`src/core/pcs_regs.svh`:
```
`ifndef PCS_REGS_SVH
`define PCS_REGS_SVH

`define PCS_PC_W        10
`define PCS_PAGE_WORDS  1024
`define PCS_STACK_DEPTH 5
`define PCS_DATA_W      8
`define PCS_ADDR_W      8

`define PCS_PC_OFS      8'h02
`define PCS_STAT_OFS    8'h10

`define PCS_PC_RST      10'h000

`define PCS_UPPER_MSB   9
`define PCS_UPPER_LSB   8

`define PCS_STAT_DEPTH_LSB 0
`define PCS_STAT_DEPTH_MSB 2
`define PCS_STAT_LONG_BIT  3
`define PCS_STAT_FLUSH_BIT 4

`define PCS_CYC_SHORT   2
`define PCS_CYC_LONG    4
`endif

```
`src/core/pcs_pkg.sv`:
```
package pcs_pkg;

  typedef logic [9:0] pcs_addr_t;

  typedef enum logic [2:0] {
    PCS_OP_STEP = 3'h0,
    PCS_OP_JUMP = 3'h1,
    PCS_OP_CALL = 3'h2,
    PCS_OP_RET  = 3'h3,
    PCS_OP_RETL = 3'h4,
    PCS_OP_RETURN_INTERRUPT_INSTR = 3'h5
  } pcs_op_e;

  typedef enum logic [1:0] {
    PCS_ST_EXEC  = 2'b01,
    PCS_ST_FLUSH = 2'b10
  } pcs_state_e;

endpackage : pcs_pkg

```
`src/core/pcs_program_counter.sv`:
```
`timescale 1ns/1ps
`include "pcs_regs.svh"

module pcs_program_counter #(
  parameter int PC_W        = `PCS_PC_W,
  parameter int STACK_DEPTH = `PCS_STACK_DEPTH
) (
  input  wire logic                    i_clk_sys,
  input  wire logic                    i_rst_b,
  input  wire logic                    i_long_cycle_opt,
  input  wire pcs_pkg::pcs_op_e        i_op,
  input  wire pcs_pkg::pcs_addr_t      i_target,
  input  wire logic [`PCS_ADDR_W-1:0]  i_addr,
  input  wire logic [`PCS_DATA_W-1:0]  i_wdata,
  input  wire logic                    i_wr,
  input  wire logic                    i_rd,
  output logic      [`PCS_DATA_W-1:0]  o_rdata,
  output logic                         o_accept,
  output pcs_pkg::pcs_addr_t           o_pc,
  output logic      [2:0]              o_stack_depth,
  output logic                         o_return_interrupt_instr_done
);
  import pcs_pkg::*;

  localparam logic [1:0] PH_SHORT_LAST = 2'(`PCS_CYC_SHORT - 1);
  localparam logic [1:0] PH_LONG_LAST  = 2'(`PCS_CYC_LONG - 1);
  localparam logic [2:0] STK_LAST      = 3'(STACK_DEPTH - 1);
  localparam logic [2:0] STK_FULL      = 3'(STACK_DEPTH);

  // counter state
  pcs_addr_t  pc;
  pcs_addr_t  pc_inc;
  pcs_addr_t  next_pc;

  // return stack
  pcs_addr_t  stack_mem [STACK_DEPTH];
  logic [2:0] stack_wp;
  logic [2:0] stack_wp_dec;
  logic [2:0] stack_wp_inc;
  logic [2:0] depth;

  // instruction cycle timing
  logic       long_cycle;
  logic       opt_armed;
  logic [1:0] phase;
  logic [1:0] phase_last;
  logic       cycle_start;

  pcs_state_e state;
  pcs_state_e next_state;

  // decoded events
  logic       pc_reg_wr;
  logic       take_op;
  logic       do_push;
  logic       do_pop;
  logic       changes_pc;
  logic       is_return;

  // ------------------------------------------------------------------
  // code option: sampled once, one edge after reset release, so that
  // the flop never takes a port value under the asynchronous reset
  // ------------------------------------------------------------------
  // the option is meant to be a strap: it is not watched afterwards,
  // so a change of the pin while running has no effect until the
  // next reset; this keeps the cycle length stable inside a program
  // and avoids a half-length instruction cycle at a mode change
  always_ff @(posedge i_clk_sys or negedge i_rst_b) begin
    if (!i_rst_b) begin
      opt_armed  <= 1'b1;
      long_cycle <= 1'b0;
    end else if (opt_armed) begin
      opt_armed  <= 1'b0;
      long_cycle <= i_long_cycle_opt;
    end
  end

  // ------------------------------------------------------------------
  // phase counter: one wrap is one instruction cycle
  // ------------------------------------------------------------------
  // phase 0 is the only edge on which an instruction is taken; the
  // other phases of the cycle only let the counter settle
  // the compare is >= rather than == so that a phase left high by any
  // upset still folds back to zero within one clock
  always_comb begin
    if (long_cycle) begin
      phase_last = PH_LONG_LAST;
    end else begin
      phase_last = PH_SHORT_LAST;
    end
  end

  always_ff @(posedge i_clk_sys or negedge i_rst_b) begin
    if (!i_rst_b) begin
      phase <= 2'h0;
    end else if (opt_armed || phase >= phase_last) begin
      phase <= 2'h0;
    end else begin
      phase <= phase + 2'h1;
    end
  end

  // held off during the strap capture so the cycle length is settled
  assign cycle_start = (phase == 2'h0) && !opt_armed;

  // ------------------------------------------------------------------
  // decode
  // ------------------------------------------------------------------
  // the counter register is decoded on the full address so that no
  // alias of it exists elsewhere in the map
  // the status register is read only; writes to it fall through the
  // decode and are lost without any side effect
  assign pc_reg_wr = i_wr && (i_addr == `PCS_PC_OFS);

  // a bus write to the counter wins over an instruction offered in
  // the same edge; the instruction is dropped, not deferred
  assign o_accept = cycle_start && (state == PCS_ST_EXEC) && !pc_reg_wr;
  assign take_op  = o_accept;

  always_comb begin
    is_return = 1'b0;
    case (i_op)
      PCS_OP_RET:  is_return = 1'b1;
      PCS_OP_RETL: is_return = 1'b1;
      PCS_OP_RETURN_INTERRUPT_INSTR: is_return = 1'b1;
      default:     is_return = 1'b0;
    endcase
  end

  assign do_push    = take_op && (i_op == PCS_OP_CALL);
  assign do_pop     = take_op && is_return;
  assign changes_pc = pc_reg_wr || (take_op && (i_op != PCS_OP_STEP));

  // ------------------------------------------------------------------
  // stack pointer arithmetic, wrapping over the five slots
  // ------------------------------------------------------------------
  // the pointer wraps modulo the depth instead of a power of two, so
  // the three pointer bits never name a slot that does not exist
  // a pop from an empty stack still moves the pointer back; the
  // returned address is then whatever the slot last held
  always_comb begin
    if (stack_wp == 3'h0) begin
      stack_wp_dec = STK_LAST;
    end else begin
      stack_wp_dec = stack_wp - 3'h1;
    end
    if (stack_wp == STK_LAST) begin
      stack_wp_inc = 3'h0;
    end else begin
      stack_wp_inc = stack_wp + 3'h1;
    end
  end

  // 10-bit adder wraps at the page end, so every one of the 1024
  // words is reachable and the counter never leaves the page
  assign pc_inc = pc + 10'h001;

  // ------------------------------------------------------------------
  // next counter value
  // ------------------------------------------------------------------
  // a data write takes only the low byte and forces the two upper
  // counter bits to zero, so computed jumps stay in the first quarter
  // of the page; a jump or call reaches the whole page
  // a return reads the slot just below the write pointer, which is
  // the newest entry whatever the overflow history
  always_comb begin
    next_pc = pc;
    if (pc_reg_wr) begin
      next_pc = {2'b00, i_wdata};
    end else if (take_op) begin
      case (i_op)
        PCS_OP_STEP: next_pc = pc_inc;
        PCS_OP_JUMP: next_pc = i_target;
        PCS_OP_CALL: next_pc = i_target;
        PCS_OP_RET:  next_pc = stack_mem[stack_wp_dec];
        PCS_OP_RETL: next_pc = stack_mem[stack_wp_dec];
        PCS_OP_RETURN_INTERRUPT_INSTR: next_pc = stack_mem[stack_wp_dec];
        default:     next_pc = pc_inc;
      endcase
    end
  end

  always_ff @(posedge i_clk_sys or negedge i_rst_b) begin
    if (!i_rst_b) begin
      pc <= `PCS_PC_RST;
    end else begin
      pc <= next_pc;
    end
  end

  assign o_pc = pc;

  // ------------------------------------------------------------------
  // return stack storage: the write pointer always names the slot the
  // next push lands in, so a sixth push reuses the oldest slot
  // ------------------------------------------------------------------
  generate
    for (genvar g = 0; g < STACK_DEPTH; g++) begin : g_stack
      always_ff @(posedge i_clk_sys or negedge i_rst_b) begin
        if (!i_rst_b) begin
          stack_mem[g] <= `PCS_PC_RST;
        end else if (do_push && (stack_wp == 3'(g))) begin
          stack_mem[g] <= pc_inc;
        end
      end
    end
  endgenerate

  always_ff @(posedge i_clk_sys or negedge i_rst_b) begin
    if (!i_rst_b) begin
      stack_wp <= 3'h0;
    end else if (do_push) begin
      stack_wp <= stack_wp_inc;
    end else if (do_pop) begin
      stack_wp <= stack_wp_dec;
    end
  end

  // depth saturates at five; overflow raises nothing
  always_ff @(posedge i_clk_sys or negedge i_rst_b) begin
    if (!i_rst_b) begin
      depth <= 3'h0;
    end else if (do_push && depth != STK_FULL) begin
      depth <= depth + 3'h1;
    end else if (do_pop && depth != 3'h0) begin
      depth <= depth - 3'h1;
    end
  end

  assign o_stack_depth = depth;

  // ------------------------------------------------------------------
  // extra instruction cycle after any change of the counter
  // ------------------------------------------------------------------
  // the flush state stands for the fetch that would otherwise use a
  // stale address: the cycle after a change is spent idle, and the
  // next phase 0 after it is the first new take
  // a plain step never enters the flush state
  always_comb begin
    next_state = state;
    case (state)
      PCS_ST_EXEC: begin
        if (changes_pc) begin
          next_state = PCS_ST_FLUSH;
        end
      end
      PCS_ST_FLUSH: begin
        // the flushed cycle starts here; a new write restarts it
        if (pc_reg_wr) begin
          next_state = PCS_ST_FLUSH;
        end else if (cycle_start) begin
          next_state = PCS_ST_EXEC;
        end
      end
      default: next_state = PCS_ST_EXEC;
    endcase
  end

  always_ff @(posedge i_clk_sys or negedge i_rst_b) begin
    if (!i_rst_b) begin
      state <= PCS_ST_EXEC;
    end else begin
      state <= next_state;
    end
  end

  // the global interrupt enable lives outside; it only needs the event
  always_ff @(posedge i_clk_sys or negedge i_rst_b) begin
    if (!i_rst_b) begin
      o_return_interrupt_instr_done <= 1'b0;
    end else begin
      o_return_interrupt_instr_done <= take_op && (i_op == PCS_OP_RETURN_INTERRUPT_INSTR);
    end
  end

  // ------------------------------------------------------------------
  // register read port: data stands in the cycle after the strobe
  // ------------------------------------------------------------------
  // the data return to zero outside a read so that an or-combined
  // read bus outside this block needs no extra gating
  // reads have no side effect; the status fields are snapshots taken
  // at the strobe edge
  always_ff @(posedge i_clk_sys or negedge i_rst_b) begin
    if (!i_rst_b) begin
      o_rdata <= '0;
    end else if (i_rd) begin
      if (i_addr == `PCS_PC_OFS) begin
        // only the low byte fits the data path; bits 8 and 9 are in
        // no readable register and show only on the output o_pc
        o_rdata <= pc[`PCS_DATA_W-1:0];
      end else if (i_addr == `PCS_STAT_OFS) begin
        o_rdata <= '0;
        o_rdata[`PCS_STAT_DEPTH_MSB:`PCS_STAT_DEPTH_LSB] <= depth;
        o_rdata[`PCS_STAT_LONG_BIT]  <= long_cycle;
        o_rdata[`PCS_STAT_FLUSH_BIT] <= (state == PCS_ST_FLUSH);
      end else begin
        o_rdata <= '0;
      end
    end else begin
      o_rdata <= '0;
    end
  end

endmodule : pcs_program_counter

```
`config.mk`:
```
export PLATFORM = sky130hd
export DESIGN_NAME = pcs_program_counter
export DESIGN_NICKNAME = d
export VERILOG_FILES = /design/src/core/pcs_pkg.sv /design/src/core/pcs_program_counter.sv
export VERILOG_INCLUDE_DIRS = /design/src /design/src/core
export SDC_FILE = /design/constraint.sdc
export NUM_CORES = 1
export LEC_CHECK = 0
export ABC_AREA = 1
export BUFFER_PORTS_ARGS = -buffer_cell sky130_fd_sc_hd__buf_2
export CAP_MARGIN = 20
export CORE_MARGIN = 5
export CORE_UTILIZATION = 51
export CTS_CLUSTER_DIAMETER = 120
export DETAILED_ROUTE_END_ITERATION = 16
export GPL_TIMING_DRIVEN = 0
export PLACE_DENSITY = 0.71
export SLEW_MARGIN = 20
export SYNTH_ARGS = -nofsm -noshare
export SYNTH_HDL_FRONTEND = slang
export SYNTH_SLANG_ARGS = --single-unit
```
`constraint.sdc`:
```
create_clock -name i_clk_sys -period 2.8 [get_ports i_clk_sys]
set_clock_uncertainty 0.1 [all_clocks]
set_input_delay 0.28 -clock i_clk_sys [delete_from_list [all_inputs] [get_ports i_clk_sys]]
set_output_delay 0.28 -clock i_clk_sys [all_outputs]
set_load 0.02 [all_outputs]
```
# Word-level counts from Yosys, hierarchy flattened
# Cells that the tools add are included.
[word_totals]
output_inout_bits = 23
reg_bits = 81
input_bits = 34
wordCells = 90
[classes]
n_eq_ne = 16
bitwise = 1
muxes = 22
add_sub_neg = 6
n_reduce_logical = 29
n_lt_le_gt_ge = 2
[ops]
columns = ["cell", "count"]
rows = [
  ["$mux W10", 4],
  ["$bmux W10 S3", 1],
  ["$pmux W10 S2", 1],
  ["$mux W3", 6],
  ["$mux W8", 2],
  ["$logic_and A1 B1 Y1", 15],
  ["$eq A3 B2 Y1 const B", 4],
  ["$add A10 B1 Y10 const B", 1],
  ["$mux W2", 5],
  ["$eq A3 B3 Y1 const B", 3],
  ["$eq A8 B2 Y1 const B", 1],
  ["$eq A8 B5 Y1 const B", 1],
  ["$add A3 B1 Y3 const B", 2],
  ["$eq A3 B1 Y1 const B", 2],
  ["$ne A3 B3 Y1 const B", 2],
  ["$reduce_bool A2 Y1", 3],
  ["$reduce_bool A3 Y1", 2],
  ["$sub A3 B1 Y3 const B", 2],
  ["$mux W5", 1],
  ["$ge A4 B4 Y1 const B", 1],
  ["$not A3 Y4", 1],
  ["$pmux W2 S2", 1],
  ["$logic_not A3 Y1", 1],
  ["$reduce_or A3 Y1", 1],
  ["11 further kinds", 13],
]

# Depth between registers and ports, before layout
# Gate-level depths: netlist (run 1).
[logic_depth]
depth_word = 9
depth_mapped = 14
ltp_nobuf = 13

# Least setup slack after synthesis (run 1)
# Ideal clock, no wire load.
[synth_path]
path_type = "register -> register"
startpoint = "reg stack_wp[0]"
endpoint = "reg pc[6] (netlist: o_pc[6])"
stages_incl_launch_ff = 14
path_slack_ps = 679
t_arrival_ps = 1905
setup_ps = 117
path_cell_list = "dfrtp_1 > inv_1 > clkbuf_1 > ha_1 > nand2_2 > nand2_2 > inv_2 > buf_4 > nand3_1 > nand3_1 > nand2_1 > nand2_1 > nand2_1 > nand2_1"
[synth_via]
elab_chain_len = 9
word_cells_on_any_way = 10
cone_classes = "add/sub: 1; mux: 7; bitwise: 1; reduce/logical: 1"
[synth_rtl]
columns = ["item", "line_no", "rtl"]
rows = [
  ["from (decl)", "pcs_program_counter.sv:37", "logic [2:0] stack_wp;"],
  ["from (signal assigned)", "pcs_program_counter.sv:213", "stack_wp <= stack_wp_inc;"],
  ["from (signal assigned)", "pcs_program_counter.sv:215", "stack_wp <= stack_wp_dec;"],
  ["$sub A3 B1 Y3 or $logic_not A3 Y1 (tied branches)", "pcs_program_counter.sv:145, pcs_program_counter.sv:142", ""],
  ["$mux W3 (*)", "pcs_program_counter.sv:142", "if (stack_wp == 3'h0) begin"],
  ["$not A3 Y4 (not written as such) (*)", "pcs_program_counter.sv:175, pcs_program_counter.sv:176, pcs_program_counter.sv:177", ""],
  ["$bmux W10 S3 (*)", "pcs_program_counter.sv:175, pcs_program_counter.sv:176, pcs_program_counter.sv:177", ""],
  ["$mux W10 (not written as such) (*) (2 in series)", "pcs_program_counter.sv:175, pcs_program_counter.sv:176, pcs_program_counter.sv:177", ""],
  ["$pmux W10 S2 (*)", "pcs_program_counter.sv:171", "case (i_op)"],
  ["$mux W10 (*)", "pcs_program_counter.sv:170", "end else if (take_op) begin"],
  ["$mux W10 (*)", "pcs_program_counter.sv:168", "if (pc_reg_wr) begin"],
  ["to (signal assigned)", "pcs_program_counter.sv:185", "pc <= `PCS_PC_RST;"],
  ["to (signal assigned)", "pcs_program_counter.sv:187", "pc <= next_pc;"],
  ["to (decl)", "pcs_program_counter.sv:31", "pcs_addr_t pc;"],
]
# Mark *: on every way between the ends. The rest lies on a longest branch, timed or not. The select of a mux whose other input is x is not followed.
# A chain may end at the register's enable or synchronous reset.

# Final worst setup path (run 1)
[layout_path]
startpoint = "reg stack_wp[0]"
endpoint = "reg pc[9] (netlist: o_pc[9])"
# Same word-level chain as after synthesis.

==> results of run 1 <==
[through the flow]
step	area, um^2	util, %	cells	setup WS (ps)	power, mW
after detailed placement	5099	57.90	792	139.3	4.056
after floorplan	4653	-	627	678.8	3.346
final	5316	60.37	809	362.0	4.962
after global routing	5316	60.37	809	124.3	5.349
after global placement	5069	57.56	791	134.4	3.989
after CTS	5315	60.36	809	125.5	4.973
[Yosys cell counts, types with 3 or more instances]
cell | number | share of area (%)
o21ai_0 | 28 | 3.0
buf_2 | 6 | 0.65
buf_4 | 9 | 1.5
ha_1 | 11 | 3.0
xor2_1 | 5 | 0.94
nor2_4 | 8 | 1.9
nor2_1 | 16 | 1.3
o22ai_1 | 3 | 0.40
buf_6 | 4 | 0.97
nand3_1 | 64 | 6.9
inv_1 | 89 | 7.2
o21ai_1 | 33 | 3.5
inv_2 | 10 | 0.81
a21oi_1 | 16 | 1.7
nor2_2 | 3 | 0.40
nand2_1 | 208 | 17
dfrtp_1 | 79 | 42
nand2_2 | 4 | 0.54
nand4_1 | 5 | 0.67
o21a_1 | 6 | 0.97
[layout by cell type (no fill, tap or decap), drive strengths merged, types with 3 or more instances in the layout]
cell type / Yosys / layout
xor2: 5 / 5
nand2: 212 / 212
o21a: 6 / 6
dfrtp: 79 / 79
a21oi: 17 / 17
buf: 19 / 76
ha: 11 / 11
o21ai: 62 / 62
clkbuf: 1 / 10
clkinv: 1 / 3
nand3: 66 / 66
nand4: 5 / 5
o22ai: 3 / 3
inv: 99 / 103
nor2: 27 / 27
[worst max-delay path: cells and delay by family, from the launching register on]
| family | cells | cell delay (ps) |
|---|---|---|
| adders and majority gates | 1 | 290 |
| buffers and inverters | 3 | 710 |
| DFF | 1 | 420 |
| and+or+nand+nor | 9 | 820 |
[repair_timing]
item / CTS / global route
resized for setup: 0 / 2
endpoints found under the hold margin: 32 / 0
setup endpoints to repair: 0 / 10
hold buffers: 1 / 0
[state kept, by name (all words and copies together) (netlist names)]
| register | count |
|---|---|
| stack_mem | 50 |
| o_pc | 10 |
| o_rdata | 8 |
| o_stack_depth | 3 |
| stack_wp | 3 |
| phase | 2 |
| state | 2 |
| long_cycle | 1 |
| o_return_interrupt_instr_done | 1 |
| opt_armed | 1 |
[report_power, final]
group,internal (mW),switching (mW)
sequential,1.52,0.251
combinational,0.735,1.55
clock,0.428,0.476
total,2.68,2.28
[cell families after synthesis]
logic type,count (synthesis),synth area share [%]
AND/OR/NAND/NOR,317,30.06
AO/OA/AOI/OAI,91,10.70
other,1,0.08059
adder cells (fa/ha/maj),12,3.388
XOR/XNOR,5,0.9411
buffers and inverters,120,11.21
flip-flops,81,43.61
[per-layer routing]
metal / GRT usage (%) / vias to the layer above
met5: 0 / -
met4: 8.603 / 0
met3: 3.484 / 14
met2: 36.89 / 132
met1: 30.97 / 2024
li1: - / 2102
[worst paths after layout]
check                                  from             to  slack [ps]  cells after the start
max                             stack_wp[0]        o_pc[9]         360                     13
min                        i_long_cycle_opt     long_cycle          30                      3
max reg2reg                     stack_wp[0]        o_pc[9]         360                     13
min reg2reg                        phase[0]       phase[0]         390                      1
max in group asynchronous           i_rst_b      opt_armed        1660                      3
min in group asynchronous           i_rst_b  stack_mem[22]         290                      2
[cell type report]
| type | instances | area share [%] |
|---|---|---|
| Buffer | 20 | 2.777 |
| Clock buffer | 9 | 2.330 |
| Clock inverter | 7 | 1.553 |
| Inverter | 100 | 7.060 |
| Multi-Input combinational cell | 426 | 39.54 |
| Sequential cell | 81 | 38.17 |
| Tap cell | 108 | 2.542 |
| Timing Repair Buffer | 58 | 6.025 |
==> impl_metrics.env, run 1 <==
export IMPL_syn2layout_area_growth_pct=14.25
export IMPL_drive_gt1_share_pct=17.83
export IMPL_antenna_found_initial=0
export IMPL_wl_per_cell_um=14.87
export IMPL_outcome="completed"
export IMPL_ios=57
export IMPL_grt_pass1_wl_um=20490
export IMPL_nets=742
export IMPL_drc_errors=0
export IMPL_via_count=4272
export IMPL_hpwl_um=9218
export IMPL_slowest_delay_ps=420
export IMPL_avgSynthCellArea_um2=7.421
export IMPL_post_cts_setup_buffers=0
export IMPL_slew_viol_final=0
export IMPL_drt_initial_drc_count=249
export IMPL_antenna_left=0
export IMPL_path_max_fanout=12
export IMPL_path_clk_slew_ps=90
export IMPL_multi_input_area_um2=2102
export IMPL_slowest_stage="dfrtp_1"
export IMPL_syn_instance_count=627
export IMPL_crit_type="reg -> reg"
export IMPL_max_cap_viol_count=0
export IMPL_hold_viol=0
export IMPL_start_util_pct=52.84
export IMPL_fin_tns_setup_ps=0
export IMPL_cts_buffers=9
export IMPL_htree_levels=3
export IMPL_drtPass1Iterations=7
export IMPL_worst_setup_path_end_kind="flip-flop"
export IMPL_tightest_slew_ps=596.2
export IMPL_cp_data_required_time_ps=2950
export IMPL_setup_viol=0
export IMPL_grt_pass1_vias=4213
export IMPL_routed_top_layer="met4"
export IMPL_routed_wl_met3_um=599
export IMPL_startpoint_type="flip-flop"
export IMPL_post_route_period_util_pct=87.07
export IMPL_cpMostUsedCell="nand2_1"
export IMPL_arrival_ps=2590
export IMPL_cts_tree="built"
export IMPL_seq_area_frac_synth_pct=43.61
export IMPL_fmax_mhz=410.2
export IMPL_holdWs_ps=29.51
export IMPL_viasPerCell=5.281
export IMPL_die_y_um=105.5
export IMPL_dieWidth_um=105.5
export IMPL_min_period_ps=2438
export IMPL_seq_area_um2=2029
export IMPL_ir_worst_vdd_v=0.0004710
export IMPL_wl_met1_um=5591
export IMPL_async_flop_share_pct=100.0
export IMPL_crit_chain="inv_1 -> clkbuf_2 -> ha_1 -> nand2_1 -> nand2_1 -> buf_2 -> nand2_1 -> nand3_1 -> nand3_1 -> nand3_1 -> nand2_1 -> nand2_1 -> nand2_1"
export IMPL_drt_wl_total_um=12030
export IMPL_clk_path_buf_depth=2
export IMPL_grt_usage_pct=22.76
export IMPL_gp_congestion=0.8469
export IMPL_cellLeakagePower_nw=2.871
export IMPL_max_slew_margin_pct=60.12
export IMPL_diodes=0
export IMPL_ys_flop_type="dfrtp_1"
export IMPL_grt_max_degree=50
export IMPL_cts_sinks=81
export IMPL_port_buffers=56
export IMPL_synth_edf_count=0
export IMPL_ys_ff_latch=81
export IMPL_die_area_um2=11130
export IMPL_syn_cell_area_um2=4653
export IMPL_power_density_nw_per_um2=933.3
export IMPL_fillerInstances=821
export IMPL_clkLatencyLatePin_ps=360
export IMPL_yosysWarningCount=0
export IMPL_rows=34
export IMPL_synth_nets=673
export IMPL_ys_types=36
export IMPL_wl_met2_um=5659
export IMPL_core_um2=8806
export IMPL_hold_class="in -> reg"
export IMPL_rsz0062_at_grt="false"
export IMPL_grt_remaining_overflow=0
export IMPL_root_buffer="clkbuf_8"
No activity file was read; power rests on OpenSTA's default activity.
==> inputs of run 2 (changes only) <==
--- a/config.mk
+++ b/config.mk
@@ -10,11 +10,10 @@
 export BUFFER_PORTS_ARGS = -buffer_cell sky130_fd_sc_hd__buf_2
 export CAP_MARGIN = 20
 export CORE_MARGIN = 5
-export CORE_UTILIZATION = 51
+export CORE_UTILIZATION = 45
 export CTS_CLUSTER_DIAMETER = 120
 export DETAILED_ROUTE_END_ITERATION = 16
 export GPL_TIMING_DRIVEN = 0
-export PLACE_DENSITY = 0.71
 export SLEW_MARGIN = 20
 export SYNTH_ARGS = -nofsm -noshare
 export SYNTH_HDL_FRONTEND = slang
==> impl_metrics.env, run 2 (same netlist as run 1, synthesis figures left out) <==
export IMPL_mostFrequentLayoutCell="nand2_1"
export IMPL_place_area_um2=5134
export IMPL_hold_path_depth=3
export IMPL_routed_top_layer="met4"
export IMPL_slowest_stage="dfrtp_1"
export IMPL_routed_wl_met3_um=569
export IMPL_arrival_ps=2650
export IMPL_setup_viol=0
export IMPL_crit_type="reg -> reg"
export IMPL_final_area_um2=5341
export IMPL_post_cts_setup_buffers=0
export IMPL_post_route_period_util_pct=89.46
export IMPL_wl_met1_um=5884
export IMPL_r2r_slack_ps=300
export IMPL_htree_levels=3
export IMPL_hold_viol=0
export IMPL_grt_remaining_overflow=0
export IMPL_ios=57
export IMPL_cts_sinks=81
export IMPL_outcome="completed"
export IMPL_cellLeakagePower_nw=2.863
export IMPL_drt_wl_total_um=12680
export IMPL_via_count=4184
export IMPL_die_area_um2=12470
export IMPL_dp_cells=820
export IMPL_grt_pass1_vias=4262
export IMPL_dieWidth_um=111.7
export IMPL_path_clk_slew_ps=80
export IMPL_r2r_start="stack_wp[0]"
export IMPL_crit_chain="inv_1 -> clkbuf_2 -> ha_1 -> nand2_1 -> nand2_1 -> buf_2 -> nand2_1 -> nand3_1 -> nand3_1 -> nand2_1 -> nand2_1 -> nand2_1 -> nand2_1"
export IMPL_slew_viol_final=0
export IMPL_critPathLaunch="stack_wp[0]"
export IMPL_diodes=0
export IMPL_ff2ff_path_depth=13
export IMPL_drc_errors=0
export IMPL_hold_end="long_cycle"
export IMPL_power_density_nw_per_um2=935.7
export IMPL_antenna_left=0
export IMPL_viasPerCell=4.999
export IMPL_hpwl_um=9574
export IMPL_hold_start="i_long_cycle_opt"
export IMPL_wl_per_cell_um=15.15
export IMPL_grt_pass1_wl_um=21240
export IMPL_grt_max_degree=50
export IMPL_tightest_slew_ps=714.7
export IMPL_start_util_pct=45.69
export IMPL_reg2reg_to="o_pc[6]"
export IMPL_cts_tree="built"
export IMPL_die_y_um=111.7
export IMPL_rows=37
export IMPL_drt_initial_drc_count=263
export IMPL_drtPass1Iterations=5
export IMPL_gp_congestion=0.8719
export IMPL_startpoint_type="flip-flop"
export IMPL_grt_usage_pct=21.30
export IMPL_finalNonFillerCells=837
export IMPL_hold_class="in -> reg"
export IMPL_wl_met2_um=5856
export IMPL_antenna_found_initial=0
export IMPL_worst_setup_path_end_kind="flip-flop"
export IMPL_max_cap_viol_count=0
export IMPL_clkLatencyLatePin_ps=350
export IMPL_nets=742
export IMPL_ir_worst_vdd_v=0.0005012
export IMPL_drive_gt1_share_pct=17.55
export IMPL_fillerInstances=1051
export IMPL_cpMostUsedCell="nand2_1"
export IMPL_fin_tns_setup_ps=0
export IMPL_rsz0062_at_grt="false"
export IMPL_largest_reg_flops=50
export IMPL_cp_data_required_time_ps=2950
export IMPL_cts_buffers=9
export IMPL_syn2layout_area_growth_pct=14.79
export IMPL_root_buffer="clkbuf_8"
export IMPL_slowest_delay_ps=430
export IMPL_port_buffers=56
export IMPL_fmax_mhz=399.2
export IMPL_clk_path_buf_depth=2
export IMPL_path_max_fanout=12
export IMPL_holdWs_ps=45.32
export IMPL_min_period_ps=2505
export IMPL_top_register="stack_mem"
export IMPL_max_slew_margin_pct=52.19
export IMPL_layout_common_cells="208 x nand2_1, 89 x inv_1, 79 x dfrtp_1, 64 x nand3_1, 61 x buf_2"
export IMPL_core_um2=10180
## run 2: cell types whose count changed in the layout (fill, tap and decap cells not counted)
cell,before,now
clkinv_2,0,1
clkbuf_8,9,10
clkinvlp_4,0,1
clkbuf_1,0,2
clkinv_4,2,0
inv_6,4,1
## run 2: worst max-delay path: cells and delay by family (launching register included)
kind                       cells  cell delay, ps
buffers and inverters          3             700
adders and majority gates      1             300
and+or+nand+nor                9             840
DFF                            1             430
## run 2: power by group
part           total (mW)  internal, mW  leakage (nW)  switching [mW]
registers            1.77          1.52         0.913           0.256
logic                2.34         0.735          1.85            1.61
clock network       0.883         0.440        0.0970           0.443
## run 2: area by class of cell
| type | instances | area [um^2] | area share [%] |
|---|---|---|---|
| buffer | 20 | 147.6 | 2.764 |
| timing repair buffer | 58 | 320.3 | 5.997 |
| sequential | 81 | 2029 | 37.99 |
| clock inverter | 4 | 51.30 | 0.9604 |
| inverter | 100 | 375.4 | 7.027 |
| multi-input combinational | 426 | 2102 | 39.35 |
| clock buffer | 12 | 145.1 | 2.717 |
| tap | 136 | 170.2 | 3.186 |
## run 2: what timing repair did
action                                 CTS  global route
setup endpoints to repair                0            10
hold buffers                             1             0
gates resized for setup                  0             2
endpoints found under the hold margin   32             0
## run 2: through the flow
step                utilization (%)  power, mW  worst slack, ps
global placement              50.11      4.082            99.17
floorplan                         -      3.346            678.8
detailed placement            50.41      4.135            65.50
CTS                           52.43      5.024            39.65
finish                        52.44      4.998            295.2
global route                  52.44      5.423            95.05
## run 2: worst max path at each step
stage / end / cells after the start
6_report: o_pc[6] / 13
5_1_grt: o_pc[8] / 13
4_1_cts: o_pc[6] / 13
3_5_place_dp: o_pc[6] / 13
3_3_place_gp: o_pc[6] / 13
2_1_floorplan: o_pc[6] / 13
## run 2: layer usage
layer  global-route usage [%]  up-vias
li1                         -     2101
met1                    29.21     1940
met2                    33.73      117
met3                    3.098       26
met4                    9.002        0
met5                        0        -
==> inputs of run 3 (changes only) <==
--- a/config.mk
+++ b/config.mk
@@ -14,6 +14,7 @@
 export CTS_CLUSTER_DIAMETER = 120
 export DETAILED_ROUTE_END_ITERATION = 16
 export GPL_TIMING_DRIVEN = 0
+export MAX_ROUTING_LAYER = met4
 export SLEW_MARGIN = 20
 export SYNTH_ARGS = -nofsm -noshare
 export SYNTH_HDL_FRONTEND = slang
==> impl_metrics.env, run 3 (same netlist as run 1, synthesis figures left out) <==
export IMPL_path_max_fanout=12
export IMPL_mostFrequentLayoutCell="nand2_1"
export IMPL_ff2ff_path_depth=13
export IMPL_startpoint_type="flip-flop"
export IMPL_die_y_um=111.7
export IMPL_outcome="completed"
export IMPL_endpoint="o_pc[6]"
export IMPL_setup_viol=0
export IMPL_cpMostUsedCell="nand2_1"
export IMPL_syn2layout_area_growth_pct=14.79
export IMPL_fin_tns_setup_ps=0
export IMPL_min_period_ps=2502
export IMPL_diodes=0
export IMPL_ios=57
export IMPL_drive_gt1_share_pct=17.55
export IMPL_cellLeakagePower_nw=2.863
export IMPL_crit_chain="inv_1 -> clkbuf_2 -> ha_1 -> nand2_1 -> nand2_1 -> buf_2 -> nand2_1 -> nand3_1 -> nand3_1 -> nand2_1 -> nand2_1 -> nand2_1 -> nand2_1"
export IMPL_drt_wl_total_um=12750
export IMPL_power_density_nw_per_um2=937.4
export IMPL_rsz0062_at_grt="false"
export IMPL_critPathLaunch="stack_wp[0]"
export IMPL_tightest_slew_ps=721.6
export IMPL_drc_errors=0
export IMPL_die_area_um2=12470
export IMPL_slowest_delay_ps=430
export IMPL_fillerInstances=1051
export IMPL_cts_sinks=81
export IMPL_dieWidth_um=111.7
export IMPL_r2r_slack_ps=300
export IMPL_largest_reg_flops=50
export IMPL_clk_path_buf_depth=2
export IMPL_cts_buffers=9
export IMPL_ir_worst_vdd_v=0.0005007
export IMPL_grt_pass1_wl_um=21240
export IMPL_antenna_found_initial=0
export IMPL_start_util_pct=45.69
export IMPL_grt_pass1_vias=4259
export IMPL_rows=37
export IMPL_hpwl_um=9574
export IMPL_fin_util_pct=52.44
export IMPL_root_buffer="clkbuf_8"
export IMPL_hold_viol=0
export IMPL_r2r_start="stack_wp[0]"
export IMPL_post_route_period_util_pct=89.35
export IMPL_post_cts_setup_buffers=0
export IMPL_holdWs_ps=43.17
export IMPL_slew_viol_final=0
export IMPL_fmax_mhz=399.7
export IMPL_htree_levels=3
export IMPL_drtPass1Iterations=6
export IMPL_cts_tree="built"
export IMPL_gp_congestion=0.8861
export IMPL_wl_per_cell_um=15.23
export IMPL_cp_data_required_time_ps=2960
export IMPL_max_cap_viol_count=0
export IMPL_antenna_left=0
export IMPL_hold_class="in -> reg"
export IMPL_nets=742
export IMPL_grt_usage_pct=21.92
export IMPL_drt_initial_drc_count=258
export IMPL_top_register="stack_mem"
export IMPL_slowest_stage="dfrtp_1"
export IMPL_clkLatencyLatePin_ps=360
export IMPL_arrival_ps=2660
export IMPL_grt_remaining_overflow=0
export IMPL_crit_type="reg -> reg"
export IMPL_reg2reg_to="o_pc[6]"
export IMPL_port_buffers=56
export IMPL_max_slew_margin_pct=51.73
export IMPL_worst_setup_path_end_kind="flip-flop"
export IMPL_core_um2=10180
export IMPL_layout_common_cells="208 x nand2_1, 89 x inv_1, 79 x dfrtp_1, 64 x nand3_1, 61 x buf_2"
export IMPL_via_count=4195
export IMPL_grt_max_degree=50
export IMPL_path_clk_slew_ps=80
export IMPL_viasPerCell=5.012
[run 3: timing repair]
item                                    4_1_cts  5_1_grt
hold buffers                                  1        0
endpoints found under the setup margin        0       10
hold endpoints to repair                     32        0
resized for setup                             0        2
[run 3: how the worst min path moves through the flow]
stage                     depth (start not counted)             to             start  slack, ps
after floorplan                                   0     long_cycle           i_rst_b       -120
after global placement                            1       phase[0]          phase[0]        340
after detailed placement                          1  stack_mem[21]           i_rst_b        160
after CTS                                         3     long_cycle  i_long_cycle_opt         40
after global routing                              3     long_cycle  i_long_cycle_opt         40
final                                             3     long_cycle  i_long_cycle_opt         40
[run 3: area by class of cell]
cell class	instances	area (um^2)	area share, %
clock inverter	4	51.30	0.9604
clock buffer	12	145.1	2.717
inverter	100	375.4	7.027
multi-input combinational	426	2102	39.35
sequential	81	2029	37.99
buffer	20	147.6	2.764
tap	136	170.2	3.186
timing repair buffer	58	320.3	5.997
[run 3: power breakdown]
group          leakage, nW  total [mW]  switching [mW]  internal [mW]
sequential           0.913        1.77           0.256           1.52
clock               0.0970       0.886           0.446          0.440
combinational         1.85        2.35            1.61          0.735
[run 3: critical path: cells and delay by family, from the launching register on]
family / cells / cell delay (ps)
adder cells (fa/ha/maj): 1 / 300
buffers and inverters: 3 / 700
flip-flops: 1 / 430
AND/OR/NAND/NOR: 9 / 840
[run 3: per-stage QoR]
step	total power, mW	cell area, um^2	setup slack (ps)	cells
6_report	5.007	5341	298.3	837
3_3_place_gp	4.082	5104	99.17	819
5_1_grt	5.418	5341	95.10	837
4_1_cts	5.024	5340	39.65	837
2_1_floorplan	3.346	4653	678.8	627
3_5_place_dp	4.135	5134	65.50	820
[run 3: routing by layer]
metal / GRT usage (%) / vias up / part of all wire (%)
met1: 29.56 / 1959 / 47
li1: - / 2099 / -
met2: 33.85 / 115 / 47
met3: 2.337 / 22 / 4.3
met4: 8.921 / 0 / 2.5
met5: - / - / 0
